--- config.mk ---
export PLATFORM = sky130hd
export DESIGN_NAME = adc_channel_ref_result_regs
export DESIGN_NICKNAME = d
export VERILOG_FILES = /design/src/adc_sel_pkg.sv /design/src/adc_channel_ref_result_regs.sv
export SDC_FILE = /design/constraint.sdc
export NUM_CORES = 1
export LEC_CHECK = 0
export BUFFER_PORTS_ARGS = -buffer_cell sky130_fd_sc_hd__clkbuf_2
export CAP_MARGIN = 10
export CELL_PAD_IN_SITES_DETAIL_PLACEMENT = 1
export CELL_PAD_IN_SITES_GLOBAL_PLACEMENT = 2
export CORE_MARGIN = 10
export CORE_UTILIZATION = 23
export DETAILED_ROUTE_END_ITERATION = 12
export PLACE_DENSITY = 0.87
export SYNTH_ARGS = -nofsm -noshare
export SYNTH_HDL_FRONTEND = slang
export SYNTH_SLANG_ARGS = --single-unit
--- constraint.sdc ---
create_clock -name clk_sys_in -period 3.7 [get_ports clk_sys_in]
set_clock_uncertainty 0.2 [all_clocks]
set_input_delay 0 -clock clk_sys_in [delete_from_list [all_inputs] [get_ports clk_sys_in]]
set_output_delay 0 -clock clk_sys_in [all_outputs]
set_load 0.01 [all_outputs]
--- src/adc_sel_pkg.sv ---
package adc_sel_pkg;
  // register indices; each register is one aligned word, byte address four times the index
  localparam logic [7:0] OFF_RESULT_LOW  = 8'haa;
  localparam logic [7:0] OFF_RESULT_HIGH = 8'hab;
  localparam logic [7:0] OFF_INPUT_SEL   = 8'hae;
  localparam int         ADDR_W          = 10;
  localparam logic [9:0] ADDR_RESULT_LOW  = {OFF_RESULT_LOW, 2'h0};
  localparam logic [9:0] ADDR_RESULT_HIGH = {OFF_RESULT_HIGH, 2'h0};
  localparam logic [9:0] ADDR_INPUT_SEL   = {OFF_INPUT_SEL, 2'h0};
  localparam int         SEL_BYTE_MSB    = 7;
  // input_select_register layout
  localparam int         CH_LOW_MSB      = 7;
  localparam int         CH_LOW_LSB      = 4;
  localparam int         CH_TOP_BIT      = 3;
  localparam int         REF_SRC_BIT     = 2;
  localparam int         BG_LEVEL_MSB    = 1;
  localparam int         BG_LEVEL_LSB    = 0;
  localparam logic [7:0] INPUT_SEL_RST   = 8'hf0;
  // result layout
  localparam int         RES_LOW_MSB     = 7;
  localparam int         RES_LOW_LSB     = 4;
  localparam int         RES_NIB_MSB     = 3;
  localparam int         RES_HIGH_MSB    = 11;
  localparam int         RES_HIGH_LSB    = 4;
  // channel codes
  localparam logic [4:0] CH_EXT_LO_LAST  = 5'h0b;
  localparam logic [4:0] CH_BANDGAP      = 5'h0c;
  localparam logic [4:0] CH_RSVD_A       = 5'h0d;
  localparam logic [4:0] CH_GROUND       = 5'h0e;
  localparam logic [4:0] CH_QUARTER_VCC  = 5'h0f;
  localparam logic [4:0] CH_EXT_HI_FIRST = 5'h10;
  localparam logic [4:0] CH_EXT_HI_LAST  = 5'h16;
  localparam logic [4:0] CH_RSVD_B       = 5'h17;
  // bandgap levels
  localparam logic [1:0] BG_1V22         = 2'h0;
  localparam logic [1:0] BG_2V54         = 2'h1;
  localparam logic [1:0] PIN_MODE_ANALOG = 2'h3;
  localparam int         NUM_PINS        = 32;
  localparam logic [1:0] RESP_OKAY       = 2'h0;
  localparam logic [1:0] RESP_SLVERR     = 2'h2;
  localparam logic [1:0] RESP_DECERR     = 2'h3;

  typedef enum logic [1:0] {
    SRC_PIN,
    SRC_BANDGAP,
    SRC_GROUND,
    SRC_QUARTER_VCC
  } analog_src_t;
endpackage

--- src/adc_channel_ref_result_regs.sv ---
// Functional notes
// - result bits 3..0 appear in bits 7..4 of the read-only low result register.
// - result bits 11..4 fill all eight bits of the read-only high result register.
// - channel code is the top bit at position 3 above the 4-bit field in bits 7..4.
// - codes 0..11 and 16..22 route the matching external input pin to the converter.
// - code 12 picks bandgap, 14 ground, 15 quarter supply; 13 and 23 are reserved.
// - reference bit 0 uses the supply as reference, 1 uses the bandgap voltage.
// - bandgap level field 00 gives 1.22 V, 01 gives 2.54 V, 10 and 11 are reserved.
// - a pin whose 2-bit mode field is 11 is connected to the converter input path.
//
// The implementer's own choice: the AXI4-Lite register port.
`timescale 1ns/100ps
`default_nettype none
module adc_channel_ref_result_regs
  import adc_sel_pkg::*;
(
  input  wire logic                  clk_sys_in,
  input  wire logic                  rstn_in,
  input  wire logic                  clk_en_in,
  input  wire logic [ADDR_W-1:0]     s_axi_awaddr_in,
  input  wire logic                  s_axi_awvalid_in,
  output logic                       s_axi_awready_out,
  input  wire logic [31:0]           s_axi_wdata_in,
  input  wire logic [3:0]            s_axi_wstrb_in,
  input  wire logic                  s_axi_wvalid_in,
  output logic                       s_axi_wready_out,
  output logic [1:0]                 s_axi_bresp_out,
  output logic                       s_axi_bvalid_out,
  input  wire logic                  s_axi_bready_in,
  input  wire logic [ADDR_W-1:0]     s_axi_araddr_in,
  input  wire logic                  s_axi_arvalid_in,
  output logic                       s_axi_arready_out,
  output logic [31:0]                s_axi_rdata_out,
  output logic [1:0]                 s_axi_rresp_out,
  output logic                       s_axi_rvalid_out,
  input  wire logic                  s_axi_rready_in,
  input  wire logic [11:0]           conv_result_in,
  input  wire logic                  conv_done_in,
  input  wire logic [2*NUM_PINS-1:0] pin_mode_field_in,
  output logic [4:0]                 channel_code_out,
  output logic                       pin_route_en_out,
  output logic [4:0]                 pin_index_out,
  output analog_src_t                analog_src_out,
  output logic                       reference_source_bit_out,
  output logic [1:0]                 bandgap_level_field_out,
  output logic                       bandgap_level_conflict_out,
  output logic [NUM_PINS-1:0]        pin_analog_en_out
);

  localparam logic [4:0] RST_CODE = {INPUT_SEL_RST[CH_TOP_BIT],
                                     INPUT_SEL_RST[CH_LOW_MSB:CH_LOW_LSB]};

  logic [7:0]        input_select_register_r;
  logic [11:0]       result_r;
  logic [ADDR_W-1:0] aw_addr_r;
  logic              aw_held_r;
  logic [31:0]       w_data_r;
  logic [3:0]        w_strb_r;
  logic              w_held_r;
  logic              wr_fire;
  logic [1:0]        wr_resp;
  logic              sel_write;
  logic [4:0]        ch_code;

  function automatic logic [7:0] reg_read(input logic [ADDR_W-1:0] addr,
                                          input logic [11:0]       res,
                                          input logic [7:0]        sel);
    logic [7:0] v;
    v = 8'h00;
    case (addr)
      ADDR_RESULT_LOW:  v[RES_LOW_MSB:RES_LOW_LSB] = res[RES_NIB_MSB:0];
      ADDR_RESULT_HIGH: v = res[RES_HIGH_MSB:RES_HIGH_LSB];
      ADDR_INPUT_SEL:   v = sel;
      default:          v = 8'h00;
    endcase
    return v;
  endfunction

  // only whole aligned words hit a register; any other byte address is unmapped
  function automatic logic addr_mapped(input logic [ADDR_W-1:0] addr);
    return (addr == ADDR_RESULT_LOW) || (addr == ADDR_RESULT_HIGH) || (addr == ADDR_INPUT_SEL);
  endfunction

  // lone top bit sits above the 4-bit field
  function automatic logic [4:0] sel_code(input logic [7:0] sel);
    return {sel[CH_TOP_BIT], sel[CH_LOW_MSB:CH_LOW_LSB]};
  endfunction

  function automatic logic is_pin_code(input logic [4:0] code);
    return (code <= CH_EXT_LO_LAST) || (code >= CH_EXT_HI_FIRST && code <= CH_EXT_HI_LAST);
  endfunction

  function automatic analog_src_t src_for_code(input logic [4:0] code);
    analog_src_t s;
    s = SRC_GROUND;
    if (is_pin_code(code)) begin
      s = SRC_PIN;
    end else begin
      case (code)
        CH_BANDGAP:     s = SRC_BANDGAP;
        CH_GROUND:      s = SRC_GROUND;
        CH_QUARTER_VCC: s = SRC_QUARTER_VCC;
        // reserved codes park the input on ground rather than float
        default:        s = SRC_GROUND;
      endcase
    end
    return s;
  endfunction

  // write channel: address and data captured independently, answered once both held
  assign s_axi_awready_out = clk_en_in && !aw_held_r && !s_axi_bvalid_out;
  assign s_axi_wready_out  = clk_en_in && !w_held_r && !s_axi_bvalid_out;
  assign wr_fire           = aw_held_r && w_held_r && !s_axi_bvalid_out;

  always_comb begin
    if (!addr_mapped(aw_addr_r)) begin
      wr_resp = RESP_DECERR;
    end else if (aw_addr_r != ADDR_INPUT_SEL) begin
      wr_resp = RESP_SLVERR;
    end else begin
      wr_resp = RESP_OKAY;
    end
  end

  always_ff @(posedge clk_sys_in or negedge rstn_in) begin
    if (!rstn_in) begin
      aw_held_r <= 1'b0;
      aw_addr_r <= 10'h000;
      w_held_r  <= 1'b0;
      w_data_r  <= 32'h0000_0000;
      w_strb_r  <= 4'h0;
    end else if (clk_en_in) begin
      if (s_axi_awvalid_in && s_axi_awready_out) begin
        aw_held_r <= 1'b1;
        aw_addr_r <= s_axi_awaddr_in;
      end else if (wr_fire) begin
        aw_held_r <= 1'b0;
      end
      if (s_axi_wvalid_in && s_axi_wready_out) begin
        w_held_r <= 1'b1;
        w_data_r <= s_axi_wdata_in;
        w_strb_r <= s_axi_wstrb_in;
      end else if (wr_fire) begin
        w_held_r <= 1'b0;
      end
    end
  end

  always_ff @(posedge clk_sys_in or negedge rstn_in) begin
    if (!rstn_in) begin
      s_axi_bvalid_out <= 1'b0;
      s_axi_bresp_out  <= RESP_OKAY;
    end else if (clk_en_in) begin
      if (wr_fire) begin
        s_axi_bvalid_out <= 1'b1;
        s_axi_bresp_out  <= wr_resp;
      end else if (s_axi_bready_in) begin
        s_axi_bvalid_out <= 1'b0;
      end
    end
  end

  // only the select register is writable; result registers ignore writes
  assign sel_write = clk_en_in && wr_fire && aw_addr_r == ADDR_INPUT_SEL && w_strb_r[0];

  always_ff @(posedge clk_sys_in or negedge rstn_in) begin
    if (!rstn_in) begin
      input_select_register_r <= INPUT_SEL_RST;
    end else if (sel_write) begin
      input_select_register_r <= w_data_r[SEL_BYTE_MSB:0];
    end
  end

  // result captured from the converter only; reads never touch it
  always_ff @(posedge clk_sys_in or negedge rstn_in) begin
    if (!rstn_in) begin
      result_r <= 12'h000;
    end else if (clk_en_in && conv_done_in) begin
      result_r <= conv_result_in;
    end
  end

  // read channel: one outstanding read, data registered
  assign s_axi_arready_out = clk_en_in && !s_axi_rvalid_out;

  always_ff @(posedge clk_sys_in or negedge rstn_in) begin
    if (!rstn_in) begin
      s_axi_rvalid_out <= 1'b0;
      s_axi_rdata_out  <= 32'h0000_0000;
      s_axi_rresp_out  <= RESP_OKAY;
    end else if (clk_en_in) begin
      if (s_axi_arvalid_in && s_axi_arready_out) begin
        s_axi_rvalid_out <= 1'b1;
        s_axi_rdata_out  <= {24'h000000,
                             reg_read(s_axi_araddr_in, result_r, input_select_register_r)};
        s_axi_rresp_out  <= addr_mapped(s_axi_araddr_in) ? RESP_OKAY : RESP_DECERR;
      end else if (s_axi_rready_in) begin
        s_axi_rvalid_out <= 1'b0;
      end
    end
  end

  assign ch_code = sel_code(input_select_register_r);
  assign channel_code_out = ch_code;

  // decoded as the word is stored, so the input mux never sees a decode glitch
  // reset values must track the decode of the reset select word
  always_ff @(posedge clk_sys_in or negedge rstn_in) begin
    if (!rstn_in) begin
      pin_route_en_out <= 1'b0;
      pin_index_out    <= RST_CODE;
      analog_src_out   <= SRC_QUARTER_VCC;
    end else if (sel_write) begin
      pin_route_en_out <= is_pin_code(sel_code(w_data_r[SEL_BYTE_MSB:0]));
      pin_index_out    <= sel_code(w_data_r[SEL_BYTE_MSB:0]);
      analog_src_out   <= src_for_code(sel_code(w_data_r[SEL_BYTE_MSB:0]));
    end
  end

  assign reference_source_bit_out = input_select_register_r[REF_SRC_BIT];
  assign bandgap_level_field_out  = input_select_register_r[BG_LEVEL_MSB:BG_LEVEL_LSB];
  // flagged, not blocked: software owns this constraint
  assign bandgap_level_conflict_out = reference_source_bit_out &&
                                      bandgap_level_field_out == BG_1V22;

  always_comb begin
    for (int i = 0; i < NUM_PINS; i++) begin
      pin_analog_en_out[i] = (pin_mode_field_in[2*i +: 2] == PIN_MODE_ANALOG);
    end
  end

endmodule
`default_nettype wire

== Yosys cells after proc, flatten, opt, wreduce, memory -nomap -nowiden ==
Cells that the tools add are included.

* Output and inout port bits: 90
* ROM bits: 0
* Memory bits (writable): 0
* Input bits: 141
* Register bits: 63
* Memories: 0
* Bits in latches: 0

* Shift operators: 0
* Divide/modulo/power cells: 0
* Reduce and logical (&&, ||, !) cells: 38
* $lt $le $gt $ge: 3
* Bitwise logic cells: 0
* $add $sub $neg: 0
* Mux-type cells: 14
* $mul: 0
* Equal/unequal tests: 41

{| class="wikitable"
|+ Operator list
! operator !! number
|-
| $eq 2x2->1 const B || 32
|-
| $eq 10x10->1 const B || 6
|-
| $logic_and 1x1->1 || 16
|-
| $reduce_and 2->1 || 8
|-
| $pmux 4 s3 || 1
|-
| $eq 5x4->1 const B || 2
|-
| $ne 10x10->1 const B || 1
|-
| $mux 2 || 4
|-
| $pmux 4 s2 || 1
|-
| $reduce_bool 2->1 || 4
|-
| $mux 1 || 7
|-
| $ge 5x5->1 const B || 1
|-
| $le 5x4->1 const B || 1
|-
| $le 5x5->1 const B || 1
|-
| $logic_or 1x1->1 || 5
|-
| $logic_not 1->1 || 4
|-
| $pmux 2 s2 || 1
|-
| $logic_not 2->1 || 1
|}

== Logic depth before layout (Yosys ltp) ==
* Word-level depth: 6
* Gate-level depth with buffers: 5
* Gate-level depth less buffers: 4

== Worst setup path after synthesis ==
OpenSTA, ideal clock, no wires.

* Path kind: register to register
* From: register aw_addr_r[8]
* To: register input_select_register_r[0]
* Clock period less this slack: 2.093 ns
* Slack: 1.607 ns
* Setup time: 0.125 ns
* Arrival time: 1.768 ns
* Stages on the path, launching flop included: 6
* Required time: 3.375 ns
* Cells stage by stage: dfrtp_1 > or4b_4 > nor4_4 > and3_4 > buf_12 > mux2_4

* Word-level cells in the longest chain between the ends: 3

{| class="wikitable"
|+ Ends and longest elaborated chain
! what !! RTL line !! text
|-
| start: declaration || adc_channel_ref_result_regs.sv:55 || <nowiki>logic [ADDR_W-1:0] aw_addr_r;</nowiki>
|-
| start signal: assignment || adc_channel_ref_result_regs.sv:135 || <nowiki>aw_addr_r <= s_axi_awaddr_in;</nowiki>
|-
| $eq 10x10->1 || adc_channel_ref_result_regs.sv:164 || <nowiki>assign sel_write = clk_en_in && wr_fire && aw_addr_r == ADDR_INPUT_SEL && w_strb_r[0];</nowiki>
|-
| $logic_and 1x1->1 (2 in a row) || adc_channel_ref_result_regs.sv:164 ||
|-
| end signal: assignment || adc_channel_ref_result_regs.sv:170 || <nowiki>input_select_register_r <= w_data_r[SEL_BYTE_MSB:0];</nowiki>
|-
| end: declaration || adc_channel_ref_result_regs.sv:53 || <nowiki>logic [7:0] input_select_register_r;</nowiki>
|}

No other way between the ends.
A chain may end at the register's enable or synchronous reset.

== Final worst setup path ==
* From: register aw_addr_r[8]
* To: register pin_route_en_out

* Word-level cells in the longest chain between the ends: 3

{| class="wikitable"
|+ Ends and longest elaborated chain
! what !! RTL line !! text
|-
| $eq 10x10->1 || adc_channel_ref_result_regs.sv:164 ||
|-
| $logic_and 1x1->1 (2 in a row) || adc_channel_ref_result_regs.sv:164 ||
|-
| end signal: assignment || adc_channel_ref_result_regs.sv:214 || <nowiki>pin_route_en_out <= is_pin_code(sel_code(w_data_r[SEL_BYTE_MSB:0]));</nowiki>
|-
| end: declaration || adc_channel_ref_result_regs.sv:41 || <nowiki>output logic pin_route_en_out,</nowiki>
|}

No other way between the ends.

==> results_dict.tcl <==
set metrics [dict create \
    syn_area_per_cell_um2 12.0 \
    worst_slew_pin_slew_ns 0.794 \
    ys_seq_area_frac 0.497 \
    first_global_vias 2979 \
    synthAdderAreaFrac 0 \
    ys_ff_latch 57 \
    place_inst 576 \
    clk_latency_ns 0.32 \
    overflow 0 \
    viasPerCell 4.05 \
    die_area_um2 17400 \
    vdd_drop_max_mv 0.240 \
    dp_slack_ns 1.52 \
    die_h_um 132 \
    p_per_area_nw_per_um2 497 \
    cts_tree "yes" \
    slew_headroom 0.463 \
    clk_transition_reported_paths_ns 0.05 \
    finalWorstSetupSlack_ns 1.52 \
    layout_commonest_cell "clkbuf_2" \
    worstPathRequired_ns 3.70 \
    io_buffers 179 \
    syn_inst 241 \
    cts_root_buf "clkbuf_16" \
    grt.total_usage 0.112 \
    top_layer "met4" \
    area_growth_pct 58.3 \
    drive_gt1_frac 0.536 \
    cp-start-kind "flop" \
    period_minus_slack_ns 2.18 \
    slew_viol_final 0 \
    dr_wl_met3_um 621 \
    synth_xor_area_frac 0.00304 \
    gp_congestion 0.726 \
    rsz0062_at_grt "false" \
    cts.sinks 57 \
    antenna_found_initial 1 \
    met1_length_um 4020 \
    finalSetupViolations 0 \
    drt-initial-drc-count 37 \
    final_cell_mix "clkbuf_2 (179), dfrtp_1 (51), dlygate4sd3_1 (42)" \
    hold_path_class "in -> reg" \
    grt_pass1_wl_um 15800 \
    fin_cells 635 \
    cts_max_level 3 \
    ios 231 \
    fmax_mhz 459 \
    p_leak_uw 0.00230 \
    core_um2 12200 \
    cp.arrival_ns 2.18 \
    synth_edf_count 0 \
    synth_simple_gate_area_frac 0.155 \
    yosys_warnings 0 \
    synth_top_family_by_area "multiplexers" \
    dpl.hpwl_um 8210 \
    clock_path_buffers 2 \
    period_share 0.589 \
    synth_compound_area_frac 0.0703 \
    finalHoldViolations 0 \
    ys_types 39 \
    nNetsFinal 602 \
    cts-buffers-inserted 9 \
    ant_nets 0 \
    fill_cells 1430 \
    worst_setup_path_end_kind "flop" \
    final.setup.tns_ns 0 \
    postCtsSetupBuffers 0 \
    multi_input_area_um2 1260 \
    drc 0 \
    start_util 0.237 \
    drt-total-wl_um 10000 \
    via_count 2572 \
    firstDrtPassIters 4 \
    synth-main-ff-cell "dfrtp_1" \
    final_util 0.375 \
    regArea_um2 1430 \
    critical_path_class "reg -> reg" \
    synthMuxAreaShare 0.177 \
    status "finished, final reports clean" \
    wire_per_inst_um 15.8 \
    drv_cap 0 \
    synthArstFlopShare 1.00 \
    rows 40 \
    netlist_area_um2 2880 \
    grt_max_degree 33 \
    dr_wl_met2_um 5300 \
    critPathMaxFanout 11 \
    die_width_um 132 \
]
-- repair_timing --
item,in CTS,in global routing
hold buffers,42,0
hold endpoints to repair,68,0
gates resized for setup,0,0
-- worst paths after layout --
check | depth (start not counted) | slack, ns | endpoint | from
max | 4 | 1.52 | pin_route_en_out | aw_addr_r[8]
min | 4 | 0.02 | w_held_r | clk_en_in
max reg2reg | 4 | 1.52 | pin_route_en_out | aw_addr_r[8]
min reg2reg | 2 | 0.29 | s_axi_rdata_out[3] | s_axi_rdata_out[3]
max in group asynchronous | 3 | 2.35 | result_r[1] | rstn_in
min in group asynchronous | 2 | 0.10 | aw_addr_r[2] | rstn_in
-- flip-flops by register name, summed over array words and instances (netlist names) --
| name | cells |
|---|---|
| w_held_r | 1 |
| pin_index_out | 1 |
| w_data_r | 8 |
| aw_addr_r | 10 |
| result_r | 12 |
| s_axi_rdata_out | 8 |
| s_axi_bresp_out | 2 |
| pin_route_en_out | 1 |
| input_select_register_r | 7 |
| w_strb_r | 1 |
| analog_src_out | 2 |
| s_axi_bvalid_out | 1 |
| aw_held_r | 1 |
| s_axi_rvalid_out | 1 |
| s_axi_rresp_out | 1 |
-- worst max-delay path, stage by stage (launching register included) --
cell and delay, ns:
dfrtp_1 0.38, or4b_4 0.57, nor4_4 0.23, and3_4 0.36
mux2_4 0.32
-- report_power, final --
| part | internal (µW) | leakage, µW | switching [µW] |
|---|---|---|---|
| Sequential | 782 | 0.000691 | 120 |
| Combinational | 280 | 0.00145 | 209 |
| Clock | 588 | 0.000152 | 289 |
| Total | 1650 | 0.00230 | 617 |
-- per-layer routing --
metal  track usage  vias up
li1              -     1223
met5             0        -
met3        0.0385        7
met1         0.122     1225
met4        0.0253        0
met2         0.203      117
-- cells in the mapped netlist, drive strengths merged (2+ instances only) --
master	count	share of area
a22oi	13	0.034
and2	34	0.074
and3	2	0.0061
buf	32	0.087
clkbuf	5	0.0065
dfrtp	51	0.44
dfstp	6	0.055
inv	2	0.0026
mux2	42	0.18
nand2	14	0.018
nand4bb	2	0.0078
nor2	5	0.0065
nor2b	3	0.0065
nor4	2	0.0095
o21ai	6	0.010
o31ai	4	0.010
-- metrics by stage --
stage          power [µW]  hold slack [ns]  cell area (µm²)
6_report             2270           0.0225             4560
5_1_grt              2400           0.0620             4560
4_1_cts              2310           0.0180             4560
3_5_place_dp         1380          -0.0649             3820
3_3_place_gp         1340          -0.0825             3820
2_1_floorplan        1190           -0.496             2970
-- cells by family (layout without fill, tap and decap cells) --
group / after synthesis / in the layout
AO/OA/AOI/OAI: 29 / 29
buffers and inverters: 39 / 241
multiplexers: 42 / 42
XOR/XNOR: 1 / 1
other: 1 / 25
AND/OR/NAND/NOR: 72 / 72
flip-flops: 57 / 57
-- layout make-up --
cell class / instances / share of cell area
Timing Repair Buffer: 223 / 0.292
Inverter: 2 / 0.00164
Clock buffer: 9 / 0.0493
Tap cell: 168 / 0.0461
Multi-Input combinational cell: 168 / 0.276
Antenna cell: 1 / 0.000548
Clock inverter: 7 / 0.0206
Sequential cell: 57 / 0.314
No activity file was read; power rests on OpenSTA's default activity.
